**config.mk**
```make
export PLATFORM = sky130hd
export DESIGN_NAME = scs_top
export DESIGN_NICKNAME = d
export VERILOG_FILES = /design/src/scs_pkg.sv /design/src/scs_sync.sv /design/src/scs_baud.sv /design/src/scs_top.sv
export VERILOG_INCLUDE_DIRS = /design/src
export SDC_FILE = /design/constraint.sdc
export NUM_CORES = 1
export LEC_CHECK = 0
export BUFFER_PORTS_ARGS = -buffer_cell sky130_fd_sc_hd__buf_4
export CAP_MARGIN = 30
export CORE_UTILIZATION = 42
export CTS_BUF_LIST = sky130_fd_sc_hd__clkbuf_16
export DETAILED_ROUTE_END_ITERATION = 10
export GPL_ROUTABILITY_DRIVEN = 0
export GPL_TIMING_DRIVEN = 0
export MAX_ROUTING_LAYER = met4
export PLACE_DENSITY_LB_ADDON = 0.08
export SLEW_MARGIN = 20
export SYNTH_ARGS = -nofsm -noshare
export SYNTH_HDL_FRONTEND = slang
export SYNTH_HIERARCHICAL = 1
export SYNTH_SLANG_ARGS = --single-unit
```
**constraint.sdc**
```tcl
create_clock -name core_clk_i -period 1.76 [get_ports core_clk_i]
set_input_delay 0 -clock core_clk_i [delete_from_list [all_inputs] [get_ports core_clk_i]]
set_output_delay 0 -clock core_clk_i [all_outputs]
set_load 0.005 [all_outputs]
```
**src/scs_cfg.svh**
```systemverilog
`ifndef SCS_CFG_SVH
`define SCS_CFG_SVH
// Notes on behaviour
// - Software select overrides the select pin
// - Bit order: zero MSB first, one LSB
// - Enable bit turns the interface on
// - Baud code divides clock, 2 to 256
// - Role bit: zero slave, one master
// - Polarity bit sets serial clock idle level
// - Phase bit: sample first or second edge
// - Transmit-empty interrupt when enabled and flagged
// - Receive-not-empty interrupt when enabled and flagged
// - Any error flag interrupts when enabled
// - Select output off: pin not driven
// - Select output on as enabled master: pin driven
// - Transmit DMA request while empty flag set
// - Receive DMA request while not-empty flag set
// - Software management bit picks select source
// - Status shows transmit-empty flag

// Byte offsets of the registers
`define SCS_OFF_CTRL_ONE 4'h0
`define SCS_OFF_CTRL_TWO 4'h4
`define SCS_OFF_STATUS 4'h8
// Reset values
`define SCS_CTRL_ONE_RST 16'h0000
`define SCS_CTRL_TWO_RST 16'h0000
// Writable bits of the second register
`define SCS_CTRL_TWO_MASK 16'h00E7
// Status field positions
`define SCS_STS_TX_EMPTY 1
`define SCS_STS_RX_FULL 0
// Baud counter width, enough for half of 256
`define SCS_BAUD_CNT_W 7
`endif

```
**src/scs_pkg.sv**
```systemverilog
package scs_pkg;
	typedef struct packed {
		logic [5:0] upper;
		logic soft_slave_manage;
		logic internal_select;
		logic low_bit_first;
		logic port_enable;
		logic [2:0] baud_divider;
		logic role_select;
		logic clock_idle_level;
		logic clock_sample_edge;
	} scs_ctrl_one_s;
	typedef struct packed {
		logic [7:0] rsvd_hi;
		logic tx_empty_irq_enable;
		logic rx_full_irq_enable;
		logic error_irq_enable;
		logic [1:0] rsvd_lo;
		logic select_output_enable;
		logic tx_dma_enable;
		logic rx_dma_enable;
	} scs_ctrl_two_s;
	typedef struct packed {
		logic busy;
		logic overflow;
		logic mode_fault_flag;
		logic checksum_mismatch_flag;
		logic underflow;
		logic tx_empty_flag;
		logic rx_not_empty_flag;
	} scs_flags_s;
endpackage : scs_pkg

```
**src/scs_sync.sv**
```systemverilog
`timescale 1ns/1ns
`default_nettype none
module scs_sync #(
	parameter int WIDTH = 1
) (
	input wire logic core_clk_i,
	input wire logic reset_i,
	input wire logic [WIDTH-1:0] async_i,
	output logic [WIDTH-1:0] sync_o
);
	logic [WIDTH-1:0] stage;

	if (WIDTH < 1) begin : g_chk
		$error("scs_sync: WIDTH must be at least 1");
	end

	// Two flops; idle high so a floating select reads as deselected
	always_ff @(posedge core_clk_i) begin
		if (reset_i) begin
			stage <= '1;
			sync_o <= '1;
		end else begin
			stage <= async_i;
			sync_o <= stage;
		end
	end
endmodule // scs_sync
`default_nettype wire

```
**src/scs_baud.sv**
```systemverilog
`timescale 1ns/1ns
`default_nettype none
module scs_baud #(
	parameter int CNT_W = 7
) (
	input wire logic core_clk_i,
	input wire logic reset_i,
	input wire logic run_i,
	input wire logic [2:0] code_i,
	output logic tick_o
);
	logic [CNT_W-1:0] cnt;
	logic [CNT_W:0] span;
	logic [CNT_W-1:0] limit;

	if (CNT_W < 7) begin : g_chk
		$error("scs_baud: CNT_W below 7 cannot reach divide by 256");
	end

	assign span = {{CNT_W{1'b0}}, 1'b1} << code_i;
	assign limit = span[CNT_W-1:0] - {{(CNT_W-1){1'b0}}, 1'b1};
	assign tick_o = run_i && (cnt == limit);

	// Restart from zero so each transfer opens on a full half period
	always_ff @(posedge core_clk_i) begin
		if (reset_i || !run_i || tick_o) begin
			cnt <= '0;
		end else begin
			cnt <= cnt + {{(CNT_W-1){1'b0}}, 1'b1};
		end
	end
endmodule // scs_baud
`default_nettype wire

```
**src/scs_top.sv**
```systemverilog
// Design decision made here: the Avalon-MM slave port.
`timescale 1ns/1ns
`default_nettype none
`include "scs_cfg.svh"
module scs_top
	import scs_pkg::*;
#(
	parameter int BAUD_CNT_W = `SCS_BAUD_CNT_W
) (
	input wire logic core_clk_i,
	input wire logic reset_i,
	input wire logic [3:0] avs_address_i,
	input wire logic avs_read_i,
	input wire logic avs_write_i,
	input wire logic [31:0] avs_writedata_i,
	input wire logic [3:0] avs_byteenable_i,
	output logic [31:0] avs_readdata_o,
	output logic avs_waitrequest_o,
	input wire scs_flags_s flags_i,
	input wire logic slave_select_pin_i,
	output logic slave_select_pin_o,
	output logic slave_select_pin_oe_o,
	output logic select_level_o,
	output scs_ctrl_one_s ctrl_one_o,
	output scs_ctrl_two_s ctrl_two_o,
	output logic sclk_o,
	output logic sclk_oe_o,
	output logic sample_strobe_o,
	output logic irq_o,
	output logic tx_dma_req_o,
	output logic rx_dma_req_o
);
	logic pin_sync;
	logic req;
	logic next_wait;
	logic wr_commit;
	logic [3:0] addr_word;
	logic hit_one;
	logic hit_two;
	logic hit_sts;
	logic [15:0] status_word;
	logic [15:0] wr_merge_one;
	logic [15:0] wr_merge_two;
	logic [31:0] next_readdata;
	logic active;
	logic baud_tick;
	logic edge_second;
	logic err_any;
	logic next_irq;
	logic next_select;
	logic drive_select;

	if (BAUD_CNT_W < 7) begin : g_chk
		$error("scs_top: BAUD_CNT_W below 7");
	end

	// Select pin comes from outside; two flops first
	scs_sync #(
		.WIDTH(1)
	) u_pin_sync (
		.core_clk_i(core_clk_i),
		.reset_i(reset_i),
		.async_i(slave_select_pin_i),
		.sync_o(pin_sync)
	);

	// Address decode, low two bits ignored
	assign req = avs_read_i || avs_write_i;
	assign next_wait = !(req && avs_waitrequest_o);
	assign wr_commit = avs_write_i && !avs_waitrequest_o;
	assign addr_word = {avs_address_i[3:2], 2'b00};
	assign hit_one = (addr_word == `SCS_OFF_CTRL_ONE);
	assign hit_two = (addr_word == `SCS_OFF_CTRL_TWO);
	assign hit_sts = (addr_word == `SCS_OFF_STATUS);

	// Byte lanes 0 and 1 carry the 16-bit registers
	assign wr_merge_one = {
		avs_byteenable_i[1] ? avs_writedata_i[15:8] : ctrl_one_o[15:8],
		avs_byteenable_i[0] ? avs_writedata_i[7:0] : ctrl_one_o[7:0]};
	assign wr_merge_two = `SCS_CTRL_TWO_MASK & {
		avs_byteenable_i[1] ? avs_writedata_i[15:8] : ctrl_two_o[15:8],
		avs_byteenable_i[0] ? avs_writedata_i[7:0] : ctrl_two_o[7:0]};

	// status word from the engine flags
	assign status_word = {8'h00, flags_i.busy, flags_i.overflow,
		flags_i.mode_fault_flag, flags_i.checksum_mismatch_flag,
		flags_i.underflow, 1'b0, flags_i.tx_empty_flag,
		flags_i.rx_not_empty_flag};

	// Read mux; unmapped words read zero
	assign next_readdata = hit_one ? {16'h0000, ctrl_one_o} :
		hit_two ? {16'h0000, ctrl_two_o} :
		hit_sts ? {16'h0000, status_word} : 32'h0000_0000;

	// One wait cycle: readdata loaded as waitrequest drops
	always_ff @(posedge core_clk_i) begin
		if (reset_i) begin
			avs_waitrequest_o <= 1'b1;
			avs_readdata_o <= 32'h0000_0000;
		end else begin
			avs_waitrequest_o <= next_wait;
			if (avs_read_i && avs_waitrequest_o) begin
				avs_readdata_o <= next_readdata;
			end
		end
	end

	// bit order stored for the engine
	always_ff @(posedge core_clk_i) begin
		if (reset_i) begin
			ctrl_one_o <= `SCS_CTRL_ONE_RST;
			ctrl_two_o <= `SCS_CTRL_TWO_RST;
		end else if (wr_commit && hit_one) begin
			ctrl_one_o <= wr_merge_one;
		end else if (wr_commit && hit_two) begin
			ctrl_two_o <= wr_merge_two;
		end
	end

	// clock runs only when enabled as master and busy
	assign active = ctrl_one_o.port_enable && ctrl_one_o.role_select
		&& flags_i.busy;

	// divider trusts the code to stay put mid transfer
	scs_baud #(
		.CNT_W(BAUD_CNT_W)
	) u_baud (
		.core_clk_i(core_clk_i),
		.reset_i(reset_i),
		.run_i(active),
		.code_i(ctrl_one_o.baud_divider),
		.tick_o(baud_tick)
	);

	always_ff @(posedge core_clk_i) begin
		if (reset_i) begin
			sclk_o <= 1'b0;
			edge_second <= 1'b0;
			sample_strobe_o <= 1'b0;
		end else if (!active) begin
			sclk_o <= ctrl_one_o.clock_idle_level;
			edge_second <= 1'b0;
			sample_strobe_o <= 1'b0;
		end else if (baud_tick) begin
			sclk_o <= !sclk_o;
			edge_second <= !edge_second;
			sample_strobe_o <= (edge_second == ctrl_one_o.clock_sample_edge);
		end else begin
			sample_strobe_o <= 1'b0;
		end
	end

	assign next_select = ctrl_one_o.soft_slave_manage ?
		ctrl_one_o.internal_select : pin_sync;
	// drive select only as enabled master
	assign drive_select = ctrl_two_o.select_output_enable
		&& ctrl_one_o.port_enable && ctrl_one_o.role_select;

	assign err_any = flags_i.checksum_mismatch_flag || flags_i.overflow
		|| flags_i.underflow || flags_i.mode_fault_flag;
	assign next_irq =
		(ctrl_two_o.tx_empty_irq_enable && flags_i.tx_empty_flag) ||
		(ctrl_two_o.rx_full_irq_enable && flags_i.rx_not_empty_flag) ||
		(ctrl_two_o.error_irq_enable && err_any);

	// Registered outputs; one cycle behind the flags
	always_ff @(posedge core_clk_i) begin
		if (reset_i) begin
			select_level_o <= 1'b1;
			slave_select_pin_o <= 1'b1;
			slave_select_pin_oe_o <= 1'b0;
			sclk_oe_o <= 1'b0;
			irq_o <= 1'b0;
			tx_dma_req_o <= 1'b0;
			rx_dma_req_o <= 1'b0;
		end else begin
			select_level_o <= next_select;
			slave_select_pin_o <= !drive_select;
			slave_select_pin_oe_o <= drive_select;
			sclk_oe_o <= ctrl_one_o.port_enable && ctrl_one_o.role_select;
			irq_o <= next_irq;
			tx_dma_req_o <= ctrl_two_o.tx_dma_enable && flags_i.tx_empty_flag;
			rx_dma_req_o <= ctrl_two_o.rx_dma_enable && flags_i.rx_not_empty_flag;
		end
	end

	// Checking helpers: spacing of serial clock edges
	logic sclk_prev;
	logic gap_seen;
	logic [8:0] gap_cnt;
	logic [8:0] gap_want;
	assign gap_want = (9'h001 << ctrl_one_o.baud_divider) - 9'h001;
	always_ff @(posedge core_clk_i) begin
		sclk_prev <= sclk_o;
		if (reset_i || !active) begin
			gap_cnt <= 9'h000;
			gap_seen <= 1'b0;
		end else if (sclk_o != sclk_prev) begin
			gap_cnt <= 9'h000;
			gap_seen <= 1'b1;
		end else begin
			gap_cnt <= gap_cnt + 9'h001;
		end
	end
endmodule // scs_top
`default_nettype wire

```
# Word-level counts from Yosys, hierarchy flattened

Cells that the tools add are included.

Register bits after elaboration: 74
Input port bits: 52
Output and inout port bits: 74
Word-level logic and storage cells: 82

$add $sub $neg: 2
Equal/unequal tests: 5
Shift operators: 1
Multiplexer cells: 6
Bitwise gates (word level): 3
Reduce and logical (&&, ||, !) cells: 35

Operators with widths:

| operator                                          | count |
|---|---|
| two-way mux 16 bit                                | 1 |
| two-way mux 8 bit                                 | 2 |
| logical AND 1 bit                                 | 15 |
| logical OR 1 bit                                  | 8 |
| adder 7 x 1 -> 7 bit (second input constant)      | 1 |
| == test 7 bit                                     | 1 |
| left shift 1 x 3 -> 7 bit (first input constant)  | 1 |
| subtractor 7 x 1 -> 7 bit (second input constant) | 1 |
| zero test 1 bit                                   | 6 |
| zero test 4 bit                                   | 1 |
| AND reduction 2 bit                               | 2 |
| two-way mux 1 bit                                 | 3 |
| inverter 1 bit                                    | 3 |
| AND reduction 3 bit                               | 1 |
| OR reduction 3 bit                                | 1 |
| == test 2 x 1 -> 1 bit (second input constant)    | 1 |
| == test 2 bit (second input constant)             | 1 |
| != test 2 bit (second input constant)             | 1 |
| OR reduction 2 bit                                | 1 |
| == test 1 bit                                     | 1 |

# Logic depth before layout (Yosys ltp)

Word-level depth: 6
Depth in mapped cells: 7
Gate-level depth less buffers: 6

# Hierarchy

The synthesis kept the hierarchy.

By module, submodules not included:

| module   | times used | cells each | area an instance (um^2) | sequential area each (um^2) |
|---|---|---|---|---|
| scs_top  | 1          | 227        | 2250.9                  | 980.9 |
| scs_baud | 1          | 53         | 479.2                   | 140.1 |
| scs_sync | 1          | 4          | 52.6                    | 40.0 |

# Worst setup path after synthesis

OpenSTA, ideal clock, no wires.

Path type: reg2reg
Start: register ctrl_one_o[4] (netlist name)
End: register sclk_o
Setup time: 0.086 ns
Arrival: 1.750 ns
Data required time: 1.674 ns
Slack: -0.075 ns
Stages on the path, launching flop included: 8
Buffers on the path: 1
Clock period less this slack: 1.835 ns
Cell sequence: dfxtp_1 > buf_6 > nand2_1 > or2_1 > a32oi_1 > and2_1 > xnor2_1 > a211oi_1

Longest elaborated chain between the ends: 5

Ends and longest elaborated chain:

| item                      | RTL line       | RTL |
|---|---|---|
| start, declared           | scs_top.sv:24  | `output scs_ctrl_one_s ctrl_one_o,` |
| start signal, assigned    | scs_top.sv:111 | `` ctrl_one_o <= `SCS_CTRL_ONE_RST; `` |
| start signal, assigned    | scs_top.sv:114 | `ctrl_one_o <= wr_merge_one;` |
| left shift 1 x 3 -> 7 bit | scs_baud.sv:20 | `assign span = {{CNT_W{1'b0}}, 1'b1} << code_i;` |
| subtractor 7 x 1 -> 7 bit | scs_baud.sv:21 | `assign limit = span[CNT_W-1:0] - {{(CNT_W-1){1'b0}}, 1'b1};` |
| == test 7 bit             | scs_baud.sv:22 | `assign tick_o = run_i && (cnt == limit);` |
| logical AND 1 bit         | scs_baud.sv:22 |  |
| via baud_tick             | scs_top.sv:46  | `logic baud_tick;` |
| != test 2 bit (no line)   | -              |  |
| end signal, assigned      | scs_top.sv:141 | `sclk_o <= ctrl_one_o.clock_idle_level;` |
| end signal, assigned      | scs_top.sv:145 | `sclk_o <= !sclk_o;` |
| end, declared             | scs_top.sv:26  | `output logic sclk_o,` |

The timed path passes the listed nets, and every way through them passes these cells.
A chain may end at the register's enable or synchronous reset.

# Worst setup path after layout

Same ends and word-level chain as after synthesis.

==> metrics.yaml <==
critical_path:
  r2r_slack_ns: 0.07
  regToRegEndpoint: "sclk_o"
  critical_path_class: "flip-flop to flip-flop"
  crit_chain: "buf_6 -> or3b_1 -> a21oi_2 -> nor4_4 -> and2_4 -> xnor2_1 -> a211oi_1"
  path_max_fanout: 9
  critical_path.max_stage_delay_ns: 0.36
  crit_required_ns: 1.99
  startpoint_type: "flip-flop"
  cp.arrival_ns: 1.93
  cp_num_cells: 7
  ff2ff_path_depth: 7
  critPathCaptureType: "flip-flop"
  rr_startpoint: "ctrl_one_o[4]"
  cpMaxStageDelayCell: "or3b_1"
  cp_top_family: "simple AND/OR/NAND/NOR gates"
  cp.buffers_inverters: 1
global_routing:
  grt.overflow.total: 0
  grt_pass1_wl_um: 11700
  grt_usage: 0.220
  grt_max_degree: 11
  first_global_vias: 2382
  antenna_found_initial: 0
timing:
  finalHoldViolations: 0
  setup_tns_ns: 0
  timing.fmax_ghz: 0.590
  min_period_over_period: 0.963
  maxSlewHeadroom: 0.578
  skew_ns: 0.00342
  drv_slew: 0
  tightest_slew_ns: 0.630
  worst_slack_ns: 0.0653
  rsz0062_at_grt: "yes"
  setup_viol: 0
  fin_crit_ns: 1.69
drt:
  drt_first_pass_iters: 4
  drc: 0
  wl_per_cell_um: 14.1
  postRouteAntennaNets: 0
  first_iter_violations: 55
  viasPerCell: 4.78
  vias: 2445
  wirelength_um: 7190
logic_synthesis:
  ys_top_cells_by_count: "dfxtp_1, nand2b_1, buf_4"
  synthXorXnorAreaFrac: 0.0342
  synth_cells: 284
  syn_area_mm2: 0.00278
  yosysTopAreaCellShare: 0.417
  ys_types: 48
  ys_seq_area_frac: 0.417
  yosysTopAreaCell: "dfxtp_1"
  synth-compound-area-share: 0.107
  synthAdderAreaFrac: 0.00450
  yosys_warnings: 6
  yosys.area_share.simple: 0.224
  synth_mux_area_frac: 0.103
  synth_top_family_by_area: "simple AND/OR/NAND/NOR gates"
  ys_ff_latch: 58
  ys.flop_type: "dfxtp_1"
  syn_avg_cell_area_um2: 9.80
  synth_edf_count: 0
  synth_most_common_cell: "dfxtp_1"
  synthArstFlopShare: 0
  synth_area_leaders: "dfxtp_1, nand2b_1, mux2i_1, buf_4, a22oi_1"
outcome:
  status: "finished, final reports clean"
worst_hold_path:
  min_from: "avs_read_i"
  worstHoldEndpoint: "avs_readdata_o[3]"
  holdCritPathClass: "primary input to flip-flop"
  holdPathStages: 3
clocking:
  clkSlewWorstSetupHoldPaths_ns: 0.05
  clk_path_buf_depth: 2
  htree_levels: 3
  cts_buffers: 9
  cts_root_buf: "clkbuf_16"
  cts_tree: "yes"
  clock_latency_ns: 0.32
  cts.sinks: 58
placed_design:
  dpl.hpwl_um: 4950
  dpl_worst_slack_ns: -0.244
  place_inst: 464
  io_buffers: 78
floorplanning:
  die_y_um: 83.4
  initial_core_util: 0.436
  num_io_pins: 126
  core_mm2: 0.00639
  dieArea_mm2: 0.00695
  floorplan.rows: 29
  dieWidth_um: 83.4
power_and_ir_drop:
  peakVddDrop_mv: 0.636
  leakagePower_nw: 1.83
  cellPowerDensity_mw_per_mm2: 799
  p_total_mw: 3.35
layout:
  stdcell_count: 511
  layout.nets: 482
  diodes: 0
  drive_gt1_frac: 0.350
  areaGrowthSynthToFinish_pct: 50.6
run:
  max-cap-violations: 0
==> flip-flops by register name, summed over array words and instances, names as in the netlist, 6 cells and up <==
register	cells
avs_readdata_o	16
ctrl_one_o	16
ctrl_two_o	6
u_baud/cnt	7
==> power breakdown <==
| part | leakage (nW) | internal (mW) | total [mW] | switching [mW] |
|---|---|---|---|---|
| Combinational | 1.21 | 0.201 | 0.343 | 0.142 |
| Clock | 0.140 | 1.08 | 1.66 | 0.582 |
| Sequential | 0.472 | 1.33 | 1.35 | 0.0150 |
| Total | 1.83 | 2.61 | 3.35 | 0.739 |
==> cell families (layout without fill, tap and decap cells) <==
| family | Yosys count | after routing |
|---|---|---|
| and+or+nand+nor | 103 | 103 |
| DFF | 58 | 58 |
| buffers and inverters | 43 | 168 |
| adders and majority gates | 1 | 1 |
| other | 1 | 26 |
| muxes | 28 | 28 |
| AOI/OAI and AO/OA | 40 | 40 |
| xor gates and xnor gates | 10 | 10 |
==> layout make-up <==
class                           count  area (µm²)
Buffer                             39         283
Clock buffer                        9         225
Clock inverter                      7        60.1
Fill cell                         560        2200
Inverter                            4        20.0
Multi-Input combinational cell    208        1450
Sequential cell                    58        1170
Tap cell                           77        96.3
Timing Repair Buffer              109         888
==> worst max path at each step <==
stage	from	to	slack, ns
2_1_floorplan	ctrl_one_o[4]	sclk_o	0.04
6_report	ctrl_one_o[4]	sclk_o	0.07
4_1_cts	ctrl_one_o[3]	sclk_o	0.005
5_1_grt	ctrl_one_o[4]	sclk_o	-0.02
3_3_place_gp	ctrl_one_o[5]	sclk_o	-0.18
3_5_place_dp	ctrl_one_o[5]	sclk_o	-0.24
==> routing by layer <==
layer	track usage	up-vias	routed length (µm)
li1	-	1231	-
met1	0.274	1125	3260
met2	0.355	80	3460
met3	0.0408	9	359
met4	0.0846	0	105
met5	-	-	0
==> cell usage in the layout (no fill, tap or decap), types with 2 or more instances in the layout <==
cell type      instances
nand3_1                4
buf_4                107
nor2b_1                3
buf_6                  5
or2_1                  3
nor2_1                20
nor3_1                 5
mux2i_1               23
a221oi_1               5
dlygate4sd3_1         28
xor2_1                 4
o21ai_0                2
mux2_2                 5
clkbuf_16              9
inv_1                  3
clkbuf_1               7
conb_1                26
clkinv_1               2
nand2b_1              39
o22ai_1                2
clkinv_2               3
a21oi_1                3
o21ai_1                2
and2_1                 2
a22oi_1               11
dfxtp_2                6
nand3b_1               3
nand2_1                8
dfxtp_1               52
a211oi_1               7
xnor2_1                5
and3_1                 2
nor3_4                 2
==> per-stage QoR <==
stage           util  hold WS [ns]  area, µm²
6_report       0.656        0.0606       4190
5_1_grt        0.656        0.0895       4190
4_1_cts        0.653        0.0509       4170
3_3_place_gp   0.560         0.179       3570
3_5_place_dp   0.560         0.181       3570
2_1_floorplan      -        0.0971       2890
==> worst register-to-register path, cell delays in order (launching register included) <==
cell and delay, ns:
dfxtp_2 0.34, buf_6 0.14, or3b_1 0.36, a21oi_2 0.19, nor4_4 0.07, and2_4 0.17
xnor2_1 0.12, a211oi_1 0.22
==> what timing repair did <==
item	4_1_cts	5_1_grt
hold buffers	28	0
endpoints found under the hold margin	32	0
resized for setup	3	9
endpoints found under the setup margin	3	2
pin swaps	2	1
buffers inserted	2	1
Note: power is estimated with default switching activity, not from simulation.
